$ cat config.mk
export PLATFORM = sky130hd
export DESIGN_NAME = sacs_top
export DESIGN_NICKNAME = d
export VERILOG_FILES = /design/src/sacs_pkg.sv /design/src/sacs_fifo.sv /design/src/sacs_top.sv
export SDC_FILE = /design/constraint.sdc
export NUM_CORES = 1
export LEC_CHECK = 0
export BUFFER_PORTS_ARGS = -buffer_cell sky130_fd_sc_hd__clkbuf_2
export CAP_MARGIN = 20
export CORE_UTILIZATION = 30
export CTS_BUF_LIST = sky130_fd_sc_hd__clkbuf_16
export DETAILED_ROUTE_END_ITERATION = 8
export SKIP_LAST_GASP = 1
export SLEW_MARGIN = 25
export SYNTH_ARGS = -nofsm -noshare
export SYNTH_HDL_FRONTEND = slang
export SYNTH_SLANG_ARGS = --single-unit
export TNS_END_PERCENT = 30
$ cat constraint.sdc
create_clock -name clk_in -period 2.4 [get_ports clk_in]
set_input_delay 0.36 -clock clk_in [delete_from_list [all_inputs] [get_ports clk_in]]
set_output_delay 0.36 -clock clk_in [all_outputs]
set_load 0.01 [all_outputs]
$ cat src/sacs_pkg.sv
// sacs_pkg: constants, pin bundle and states for the serial converter sequencer
// assumes: one core clock of 50 MHz; all pins arrive asynchronously
package sacs_pkg;
    localparam int RES_W       = 8;   // result width
    localparam int ADDR_W      = 4;   // channel address width
    localparam int FIFO_DEPTH  = 16;  // result buffer depth
    localparam int CONV_CYC    = 36;  // conversion length in conversion-clock periods
    localparam int STEP_CYC    = 4;   // conversion-clock periods per decided bit
    localparam int FILTER_CYC  = 3;   // select filter length in conversion-clock periods
    localparam int START_FALL  = 8;   // transfer-clock fall that starts a conversion
    localparam int SHIFT_FALLS = 7;   // falls that shift the low result bits
    localparam int ADDR_RISES  = 4;   // rises that carry the address
    localparam logic [ADDR_W-1:0] SELFTEST_CH = 4'hb; // internal test voltage channel
    localparam logic [5:0] CNT_ZERO = 6'h00;
    localparam logic [5:0] CNT_ONE  = 6'h01;

    // synchronised pin levels
    typedef struct packed {
        logic cs_n;
        logic io_clk;
        logic addr;
        logic conv_clk;
        logic comp;
    } sacs_pins_t;

    typedef enum logic [1:0] {
        SACS_IDLE,
        SACS_CONVERT,
        SACS_PUSH
    } sacs_state_t;

    // channel code to multiplexer select; spare codes map to the test voltage
    function automatic logic [ADDR_W-1:0] sacs_chan(input logic [ADDR_W-1:0] code);
        return (code > SELFTEST_CH) ? SELFTEST_CH : code;
    endfunction

    function automatic logic sacs_rise(input logic prev, input logic cur);
        return cur & ~prev;
    endfunction

    function automatic logic sacs_fall(input logic prev, input logic cur);
        return prev & ~cur;
    endfunction
endpackage

$ cat src/sacs_fifo.sv
// sacs_fifo: parameterised synchronous result buffer, valid/ready both sides
// assumes: single clock, clock enable freezes all state
`timescale 1ns/1ps
module sacs_fifo #(
    parameter int WIDTH = 8,
    parameter int DEPTH = 16
) (
    // clock and reset
    input  wire logic             clk_in,
    input  wire logic             reset_n_in,
    input  wire logic             ce_in,
    // fill side
    input  wire logic             in_valid_in,
    output logic                  in_ready_out,
    input  wire logic [WIDTH-1:0] in_data_in,
    // drain side
    output logic                  out_valid_out,
    input  wire logic             out_ready_in,
    output logic [WIDTH-1:0]      out_data_out
);
    localparam int PW = $clog2(DEPTH);

    logic [WIDTH-1:0] mem_r [DEPTH];
    logic [PW-1:0]    wr_r, wr_nxt, rd_r, rd_nxt;
    logic [PW:0]      cnt_r, cnt_nxt;
    logic             push, pop;

    // honest flags straight from the occupancy count
    assign in_ready_out  = (cnt_r != DEPTH[PW:0]);
    assign out_valid_out = (cnt_r != '0);
    assign out_data_out  = mem_r[rd_r];
    assign push = in_valid_in & in_ready_out;
    assign pop  = out_valid_out & out_ready_in;

    // pointer and count update
    always_comb begin
        wr_nxt  = push ? PW'(wr_r + 1'b1) : wr_r;
        rd_nxt  = pop  ? PW'(rd_r + 1'b1) : rd_r;
        cnt_nxt = cnt_r;
        if (push && !pop) begin
            cnt_nxt = (PW+1)'(cnt_r + 1'b1);
        end else if (pop && !push) begin
            cnt_nxt = (PW+1)'(cnt_r - 1'b1);
        end
    end

    always_ff @(posedge clk_in or negedge reset_n_in) begin
        if (!reset_n_in) begin
            wr_r  <= '0;
            rd_r  <= '0;
            cnt_r <= '0;
        end else if (ce_in) begin
            wr_r  <= wr_nxt;
            rd_r  <= rd_nxt;
            cnt_r <= cnt_nxt;
        end
    end

    // storage needs no reset; data is only read while valid
    always_ff @(posedge clk_in) begin
        if (ce_in && push) begin
            mem_r[wr_r] <= in_data_in;
        end
    end
endmodule // sacs_fifo

$ cat src/sacs_top.sv
// sacs_top: control of an 8-bit successive-approximation converter with serial link
// assumes: pins and conversion clock are asynchronous to clk_in and much slower
// Functional notes
// - a conversion starts on the eighth transfer-clock fall after select low and lasts 36 conversion-clock periods.
// - that conversion uses the channel held in the address store at that fall.
// - select going low puts the previous result's top bit on the output with no transfer-clock edge.
// - the first seven transfer-clock falls shift out result bits 6 down to 0.
// - for up to three conversion-clock periods after a select fall the other control inputs are ignored.
// - the address picks one of eleven external inputs or the internal self-test voltage.
// - each result is 8 bits, found by successive approximation one bit per step.
// - the result output is three-state so several devices can share a line.
// - the previous result is shifted out while the next address is shifted in.
// - sampling ends under host timing, at the eighth transfer-clock fall.
// - address bits are taken on the transfer-clock rise.
`timescale 1ns/1ps
module sacs_top (
    // clock, reset, enable
    input  wire logic                         clk_in,
    input  wire logic                         reset_n_in,
    input  wire logic                         ce_in,
    // host link pins
    input  wire logic                         cs_n_in,
    input  wire logic                         io_clk_in,
    input  wire logic                         addr_in,
    output logic                              data_out,
    output logic                              data_oe_out,
    // conversion clock pin
    input  wire logic                         conv_clk_in,
    // analog front end
    input  wire logic                         comp_in,
    output logic [sacs_pkg::ADDR_W-1:0]       chan_sel_out,
    output logic                              sample_out,
    output logic [sacs_pkg::RES_W-1:0]        dac_code_out,
    output logic                              busy_out
);
    import sacs_pkg::*;

    // pin synchronisers: first stage feeds only the second
    sacs_pins_t s1_r, s2_r, s3_r;
    sacs_pins_t pins_raw;
    assign pins_raw = '{cs_n: cs_n_in, io_clk: io_clk_in, addr: addr_in,
                        conv_clk: conv_clk_in, comp: comp_in};

    always_ff @(posedge clk_in or negedge reset_n_in) begin
        if (!reset_n_in) begin
            s1_r <= '{cs_n: 1'b1, default: 1'b0};
            s2_r <= '{cs_n: 1'b1, default: 1'b0};
            s3_r <= '{cs_n: 1'b1, default: 1'b0};
        end else if (ce_in) begin
            s1_r <= pins_raw;
            s2_r <= s1_r;
            s3_r <= s2_r; // previous value for edge finding
        end
    end

    // edge events on the synchronised levels
    logic cs_fall, io_rise, io_fall, cv_rise;
    assign cs_fall = sacs_fall(s3_r.cs_n, s2_r.cs_n);
    assign io_rise = sacs_rise(s3_r.io_clk, s2_r.io_clk);
    assign io_fall = sacs_fall(s3_r.io_clk, s2_r.io_clk);
    assign cv_rise = sacs_rise(s3_r.conv_clk, s2_r.conv_clk);

    // link side state
    logic [1:0]        filt_r, filt_nxt;
    logic [3:0]        falls_r, falls_nxt, rises_r, rises_nxt;
    logic [RES_W-1:0]  shift_r, shift_nxt, last_r, last_nxt;
    logic [ADDR_W-1:0] ashift_r, ashift_nxt, astore_r, astore_nxt;
    logic              start;
    logic              fifo_pop;
    logic              fifo_valid;
    logic [RES_W-1:0]  fifo_data;
    logic              link_ok;
    sacs_state_t       state_r, state_nxt;

    // transfer edges count only once the select filter has run out
    assign link_ok = !s2_r.cs_n && (filt_r == 2'h0) && !cs_fall;
    assign start   = link_ok && io_fall && (falls_r == 4'(START_FALL - 1))
                     && (state_r == SACS_IDLE);
    assign fifo_pop = cs_fall && fifo_valid;

    // link side next values: filter, edge counts, result and address shifters
    always_comb begin
        filt_nxt   = filt_r;
        falls_nxt  = falls_r;
        rises_nxt  = rises_r;
        shift_nxt  = shift_r;
        last_nxt   = last_r;
        ashift_nxt = ashift_r;
        astore_nxt = astore_r;
        if (cs_fall) begin
            // new access: load the oldest unread result, else the last one, top bit out at once
            filt_nxt  = 2'(FILTER_CYC);
            falls_nxt = 4'h0;
            rises_nxt = 4'h0;
            if (fifo_valid) begin
                shift_nxt = fifo_data;
                last_nxt  = fifo_data;
            end else begin
                shift_nxt = last_r;
            end
        end else if (!s2_r.cs_n) begin
            if (filt_r != 2'h0 && cv_rise) begin
                filt_nxt = 2'(filt_r - 2'h1);
            end
            if (link_ok && io_rise && rises_r < 4'(ADDR_RISES)) begin
                // address in, msb first, while the result goes out
                ashift_nxt = {ashift_r[ADDR_W-2:0], s2_r.addr};
                rises_nxt  = 4'(rises_r + 4'h1);
                if (rises_r == 4'(ADDR_RISES - 1)) begin
                    astore_nxt = {ashift_r[ADDR_W-2:0], s2_r.addr};
                end
            end
            if (link_ok && io_fall && falls_r < 4'(START_FALL)) begin
                falls_nxt = 4'(falls_r + 4'h1);
                if (falls_r < 4'(SHIFT_FALLS)) begin
                    shift_nxt = {shift_r[RES_W-2:0], 1'b0};
                end
            end
        end
    end

    always_ff @(posedge clk_in or negedge reset_n_in) begin
        if (!reset_n_in) begin
            filt_r   <= 2'h0;
            falls_r  <= 4'h0;
            rises_r  <= 4'h0;
            shift_r  <= 8'h00;
            last_r   <= 8'h00;
            ashift_r <= 4'h0;
            astore_r <= 4'h0;
        end else if (ce_in) begin
            filt_r   <= filt_nxt;
            falls_r  <= falls_nxt;
            rises_r  <= rises_nxt;
            shift_r  <= shift_nxt;
            last_r   <= last_nxt;
            ashift_r <= ashift_nxt;
            astore_r <= astore_nxt;
        end
    end

    // conversion side state
    logic [5:0]        ccnt_r, ccnt_nxt;
    logic [RES_W-1:0]  sar_r, sar_nxt;
    logic [2:0]        bit_r, bit_nxt;
    logic [ADDR_W-1:0] chan_r, chan_nxt;
    logic              samp_r, samp_nxt;
    logic              fifo_ready;

    // sampling runs while idle; the host's eighth fall closes it
    always_comb begin
        state_nxt = state_r;
        ccnt_nxt  = ccnt_r;
        sar_nxt   = sar_r;
        bit_nxt   = bit_r;
        chan_nxt  = chan_r;
        samp_nxt  = samp_r;
        unique case (state_r)
            SACS_IDLE: begin
                samp_nxt = 1'b1;
                chan_nxt = sacs_chan(astore_r);
                if (start) begin
                    chan_nxt  = sacs_chan(astore_r);
                    samp_nxt  = 1'b0;
                    ccnt_nxt  = CNT_ZERO;
                    bit_nxt   = 3'(RES_W - 1);
                    sar_nxt   = 8'h80;                                   // first trial at midscale
                    state_nxt = SACS_CONVERT;
                end
            end
            SACS_CONVERT: begin
                if (cv_rise) begin
                    ccnt_nxt = 6'(ccnt_r + CNT_ONE);
                    // decide one bit at the end of each step, then try the next
                    if (ccnt_r < 6'(STEP_CYC * RES_W) &&
                        ccnt_r[1:0] == 2'(STEP_CYC - 1)) begin
                        sar_nxt[bit_r] = s2_r.comp;
                        if (bit_r != 3'h0) begin
                            sar_nxt[bit_r - 3'h1] = 1'b1;
                            bit_nxt = 3'(bit_r - 3'h1);
                        end
                    end
                    if (ccnt_r == 6'(CONV_CYC - 1)) begin
                        state_nxt = SACS_PUSH;
                    end
                end
            end
            SACS_PUSH: begin
                // a full buffer holds the converter here until the host reads
                if (fifo_ready) begin
                    state_nxt = SACS_IDLE;
                end
            end
        endcase
    end

    always_ff @(posedge clk_in or negedge reset_n_in) begin
        if (!reset_n_in) begin
            state_r <= SACS_IDLE;
            ccnt_r  <= CNT_ZERO;
            sar_r   <= 8'h00;
            bit_r   <= 3'h0;
            chan_r  <= 4'h0;
            samp_r  <= 1'b0;
        end else if (ce_in) begin
            state_r <= state_nxt;
            ccnt_r  <= ccnt_nxt;
            sar_r   <= sar_nxt;
            bit_r   <= bit_nxt;
            chan_r  <= chan_nxt;
            samp_r  <= samp_nxt;
        end
    end

    // results queue up between converter and link
    sacs_fifo #(
        .WIDTH (RES_W),
        .DEPTH (FIFO_DEPTH)
    ) u_fifo (
        .clk_in        (clk_in),
        .reset_n_in    (reset_n_in),
        .ce_in         (ce_in),
        .in_valid_in   (state_r == SACS_PUSH),
        .in_ready_out  (fifo_ready),
        .in_data_in    (sar_r),
        .out_valid_out (fifo_valid),
        .out_ready_in  (fifo_pop),
        .out_data_out  (fifo_data)
    );

    // output drive: floats with select high, shared-line friendly
    assign data_out     = shift_r[RES_W-1];
    assign data_oe_out  = !s2_r.cs_n;
    assign chan_sel_out = chan_r;
    assign sample_out   = samp_r;
    assign dac_code_out = sar_r;
    assign busy_out     = (state_r != SACS_IDLE);
endmodule // sacs_top

; Word level (Yosys, flattened, before mapping)
; Memories as Yosys holds them, arrays and structs flattened.
; Index checks and enable logic that the tools add are counted.
[totals]
regBits = 83
ram_bits = 128
out_inout_bits = 16
wordCells = 164
memories = 1
[memory_table]
columns = name, depth, width, read_ports, rd_clocked_by_memory_dff, write_ports, line_no
row1 = u_fifo.mem_r, 16, 8, 1, 0, 1, sacs_fifo.sv:23  ; logic [WIDTH-1:0] mem_r [DEPTH];
[classes]
add_sub_neg = 9
magnitude_cmp = 9
n_eq_ne = 14
muxes = 43
n_bitwise = 12
n_reduce_logical = 47
[op_table]
columns = cell, count
row1 = 2-to-1 mux 8 bit, 9
row2 = 2-to-1 mux 4 bit, 7
row3 = "adder 4 x 1 -> 4 bit, second input constant", 4
row4 = logical AND 1 bit, 16
row5 = case mux 8 bit (2 select lines), 1
row6 = nonzero test 2 bit, 8
row7 = AND reduction 5 bit, 3
row8 = 2-to-1 mux 2 bit, 7
row9 = 2-to-1 mux 3 bit, 4
row10 = 2-to-1 mux 6 bit, 2
row11 = "!= test 2 bit, second input constant", 6
row12 = case mux 6 bit (2 select lines), 1
row13 = AND reduction 4 bit, 3
row14 = 2-to-1 mux 5 bit, 2
row15 = AND reduction 2 bit, 5
row16 = AND reduction 3 bit, 3
row17 = bitwise mux 8 bit, 1
row18 = "less-than comparator 3 x 4 -> 1 bit, second input constant", 2
row19 = "less-than comparator 4 x 3 -> 1 bit, second input constant", 2
row20 = OR 8 bit, 1
row21 = "adder 6 x 1 -> 6 bit, second input constant", 1
row22 = bitwise AND 1 bit, 6
row23 = demux 1 bit (select 3 bit), 2
row24 = "== test 6 bit, second input constant", 1
row25 = 23 further kinds, 37

; Logic depth before layout (Yosys ltp)
[depth]
word_depth = 10
depth_mapped = 12
depth_no_buf = 11

; Hierarchy
; From an unflattened synthesis, not the netlist that was laid out.
[hier_totals]
cells_unflattened = 639
area_unflattened_um2 = 9506.6
[modules_own_cells]
columns = mod, instances, cells_per_inst, area_each_um2, seq_area_each_um2
row1 = sacs_fifo, 1, 296, 5786.8, 4169.0
row2 = sacs_top, 1, 343, 3719.8, 1755.4

; Worst setup path after synthesis
; Ideal clock, no wire load.
[synth_timing]
path_kind = register to register
from = register u_fifo.cnt_r[0]
to = register u_fifo.cnt_r[4]
setup_ns = 0.125
t_arrival_ns = 2.484
required_ns = 2.275
path_slack_ns = -0.209
stages_incl_launch_ff = 13
path_buffers = 1
period_less_slack_ns = 2.609
path_cell_list = dfrtp_1 -> nor4_1 -> nand2b_1 -> clkbuf_1 -> nand2_1 -> ha_1 -> inv_1 -> fa_1 -> a21o_1 -> a21oi_1 -> xnor2_1 -> nor2_1 -> xor2_1
[synth_via]
elab_chain_cells = 7
[synth_lines]
columns = item, line_no
row1 = "start, declared", sacs_fifo.sv:25  ; logic [PW:0] cnt_r, cnt_nxt;
row2 = "start signal, assigned", sacs_fifo.sv:55  ; cnt_r <= cnt_nxt;
row3 = "parallel branches: the longest is 7 deep, another holds subtractor 5 x 1 -> 5 bit", n/a
; Parallel ways; which one is timed is not known. The select of a mux whose other input is x is not followed.
; A chain may end at the register's enable or synchronous reset.

; Final worst setup path
; Same ends and word-level chain as after synthesis.

==> out/qor.txt <==
status = completed
Die Y = 177 um
Cell Count, Final, Fillers Out = 1120
# placed instances = 1077
CP endpoint kind = register
largest net degree at the start of global routing = 47
Clock Root Buffer = clkbuf_16
final setup fails = 0
CP arrival = 2.66 ns
drc violations = 0
area share of the largest cell type after synthesis = 41.9%
Initial DRT Pass Iterations = 5
clock sinks = 211
top cells by area, synth = edfxtp_1, dfrtp_1, mux4_2
flops & latches, synth = 211
Layout Nets = 740
Async SR Flop Fraction = 39.3%
skew final = 0.0175 ns
Post-synth top cells = edfxtp_1, dfrtp_1, nand2_1
CP Launch Type = register
top cell type by total area after synthesis = edfxtp_1
R2R setup slack = 0.12 ns
drt wl/cell = 16.7 um
design area = 10900 um^2
RSZ-0062 raised after global routing = yes
Synth Area per Inst = 14.2 um^2
Die W = 177 um
mux share of post-synthesis cell area = 11.2%
vias in the first global route = 5412
layout cells sized above 1 = 24.7%
r2r worst-path depth = 11
first-iteration detailed-routing DRC count = 344
Cell variety after synth = 60
Placer Congestion = 0.785
Top Family by Delay on Critical Path = simple AND/OR/NAND/NOR gates
Reg clk slew, reported paths = 0.06 ns
row count = 63
YS warnings = 0
Synth Area in Compound Gates = 6.72%
Max Root-Sink Buffers = 3
post-route setup slack = 0.117 ns
highest clock rate = 438 MHz
Worst EP required = 2.78 ns
Skew-Pair Late Insertion Delay = 0.51 ns
htree depth = 1
Area after DPL = 10100 um^2
Bufs and invs on worst path = 1
Mapped Area = 9180 um^2
register area share after synthesis = 64.6%
first-pass GRT wire length = 30.6 mm
Pins Over Slew Limit = 0
HPWL after detailed placement = 12.4 mm
initial antenna violation count = 0
Hold Path Origin = cs_n_in
Final ANT Viol Nets = 0
main combinational cell family by area after synthesis = simple AND/OR/NAND/NOR gates
Num CTS Buffers = 23
Hold Path Sink = s1_r[4]
aggregate global-route resource usage = 12.6%
Routed WL = 18.8 mm
Area growth syn-to-layout = 18.4%
fin crit share = 95.1%
num ports = 24
leakage power = 0.00405 uW
Post-Route Setup TNS = 0 ns
routed via count = 5415
Initial Util = 30.7%
CP Max Fanout = 3
vias per std cell = 4.83
die footprint = 31300 um^2
Crit Reg-Reg Startpoint = u_fifo.cnt_r[0]
min Tclk post-route = 2.28 ns
syn nets = 673
worst vdd ir = 0.568 mV
ANT cells = 0
hold path depth = 2
pre-CTS setup slack = 0.0288 ns
grt total ovfl = 0
main flop type after synthesis = edfxtp_1
XOR/XNOR share of the synthesized area = 1.15%
CP max-delay cell = dfrtp_1
Max Cap Viol = 0
CP Cell Sequence = nor4_4 -> nand2_1 -> and2_1 -> ha_2 -> inv_2 -> ha_1 -> a21o_1 -> a21oi_2 -> xnor2_1 -> nor2_1 -> xor2_1
Crit Path Class = register to register
port bufs = 23
Hold Path Class = primary input to register
Least-Margin Pin Slew = 0.658 ns
count leader, synth = edfxtp_1
Max stage delay on crit path = 0.41 ns
post-synthesis adder-cell area fraction = 2.67%
Worst R2R End = u_fifo.cnt_r[4]
Power Density = 1040 nW/um^2
Post-Synth Simple-Gate Area = 11.5%
TritonCTS clock tree = built
core area = 29900 um^2
Final Hold Violating Endpoints = 0
Cells after Synth = 646
number of synthesized flops with an enable pin = 128
Max-slew headroom = 56.1%
-- worst max path at each step --
stage                          from         endpoint  depth (start not counted)
global route        u_fifo.cnt_r[0]  u_fifo.cnt_r[3]                         11
global placement    u_fifo.cnt_r[2]  u_fifo.cnt_r[4]                         11
detailed placement  u_fifo.cnt_r[2]  u_fifo.cnt_r[4]                         11
CTS                 u_fifo.cnt_r[2]  u_fifo.cnt_r[4]                         11
finish              u_fifo.cnt_r[0]  u_fifo.cnt_r[4]                         11
floorplan                   s3_r[4]        ccnt_r[4]                          7
-- registers in the layout, summed over array words and instances, names as in the netlist, 4 cells and up --
register,cells
astore_r,4
u_fifo.mem_r,128
s1_r,5
u_fifo.wr_r,4
shift_r,8
last_r,8
ccnt_r,6
u_fifo.cnt_r,5
rises_r,4
u_fifo.rd_r,4
s2_r,5
dac_code_out,8
falls_r,4
chan_sel_out,4
-- stage by stage --
step           util (%)  hold slack (ns)  power (uW)
2_1_floorplan         -           0.0644        6910
3_5_place_dp       33.8            0.380        7940
4_1_cts            36.3           0.0792       11500
6_report           36.4           0.0974       11300
5_1_grt            36.4           0.0799       12000
3_3_place_gp       33.8            0.377        7890
-- cells in the final DEF (no fill, tap or decap), types with 5 or more instances in the layout --
cell type,n
nor3b_1,6
o21ai_0,31
and2_1,22
nand3_1,14
o2bb2ai_1,5
a211oi_1,6
mux2_2,23
xnor2_1,9
a22o_1,8
mux2i_1,5
dfrtp_1,79
clkbuf_2,22
nand2_1,58
ha_1,17
nand2b_1,6
edfxtp_1,128
a21oi_1,11
a31oi_1,5
clkbuf_16,23
nor2b_1,10
nor4_1,7
or3_1,5
mux4_2,32
inv_1,18
and3_1,10
nor3_1,22
buf_4,48
nor2_1,28
-- layer usage --
metal | GRT usage, % | vias up | wire, um
met5 | 0 | - | 0
met4 | 3.05 | 0 | 267
li1 | - | 2578 | -
met3 | 1.65 | 22 | 591
met1 | 17.9 | 2745 | 8870
met2 | 20.2 | 70 | 9030
-- report_power, final --
| group | switching (uW) | leakage [uW] | internal [uW] | total [uW] |
|---|---|---|---|---|
| logic | 1610 | 0.00151 | 1460 | 3070 |
| clock network | 1410 | 0.000393 | 2080 | 3480 |
| registers | 453 | 0.00216 | 4320 | 4780 |
| total | 3470 | 0.00405 | 7860 | 11300 |
-- area by class of cell --
class                      instances  area, um^2
timing repair buffer              75         561
tap                              390         488
clock buffer                      23         576
sequential                       211        5930
fill                            2797       19000
inverter                          15        56.3
clock inverter                    19         173
multi-input combinational        387        3080
-- repair_timing --
item	CTS	global route
endpoints found under the hold margin	35	0
resized for setup	0	5
hold buffers	1	0
setup buffers	0	0
setup endpoints to repair	0	12
-- kinds of logic after synthesis --
| family | after synthesis |
|---|---|
| multiplexers | 60 |
| XOR/XNOR | 12 |
| flip-flops | 211 |
| AO/OA/AOI/OAI | 92 |
| AND/OR/NAND/NOR | 204 |
| adder cells (fa/ha/maj) | 19 |
| buffers and inverters | 48 |
No activity file was read; power rests on OpenSTA's default activity.
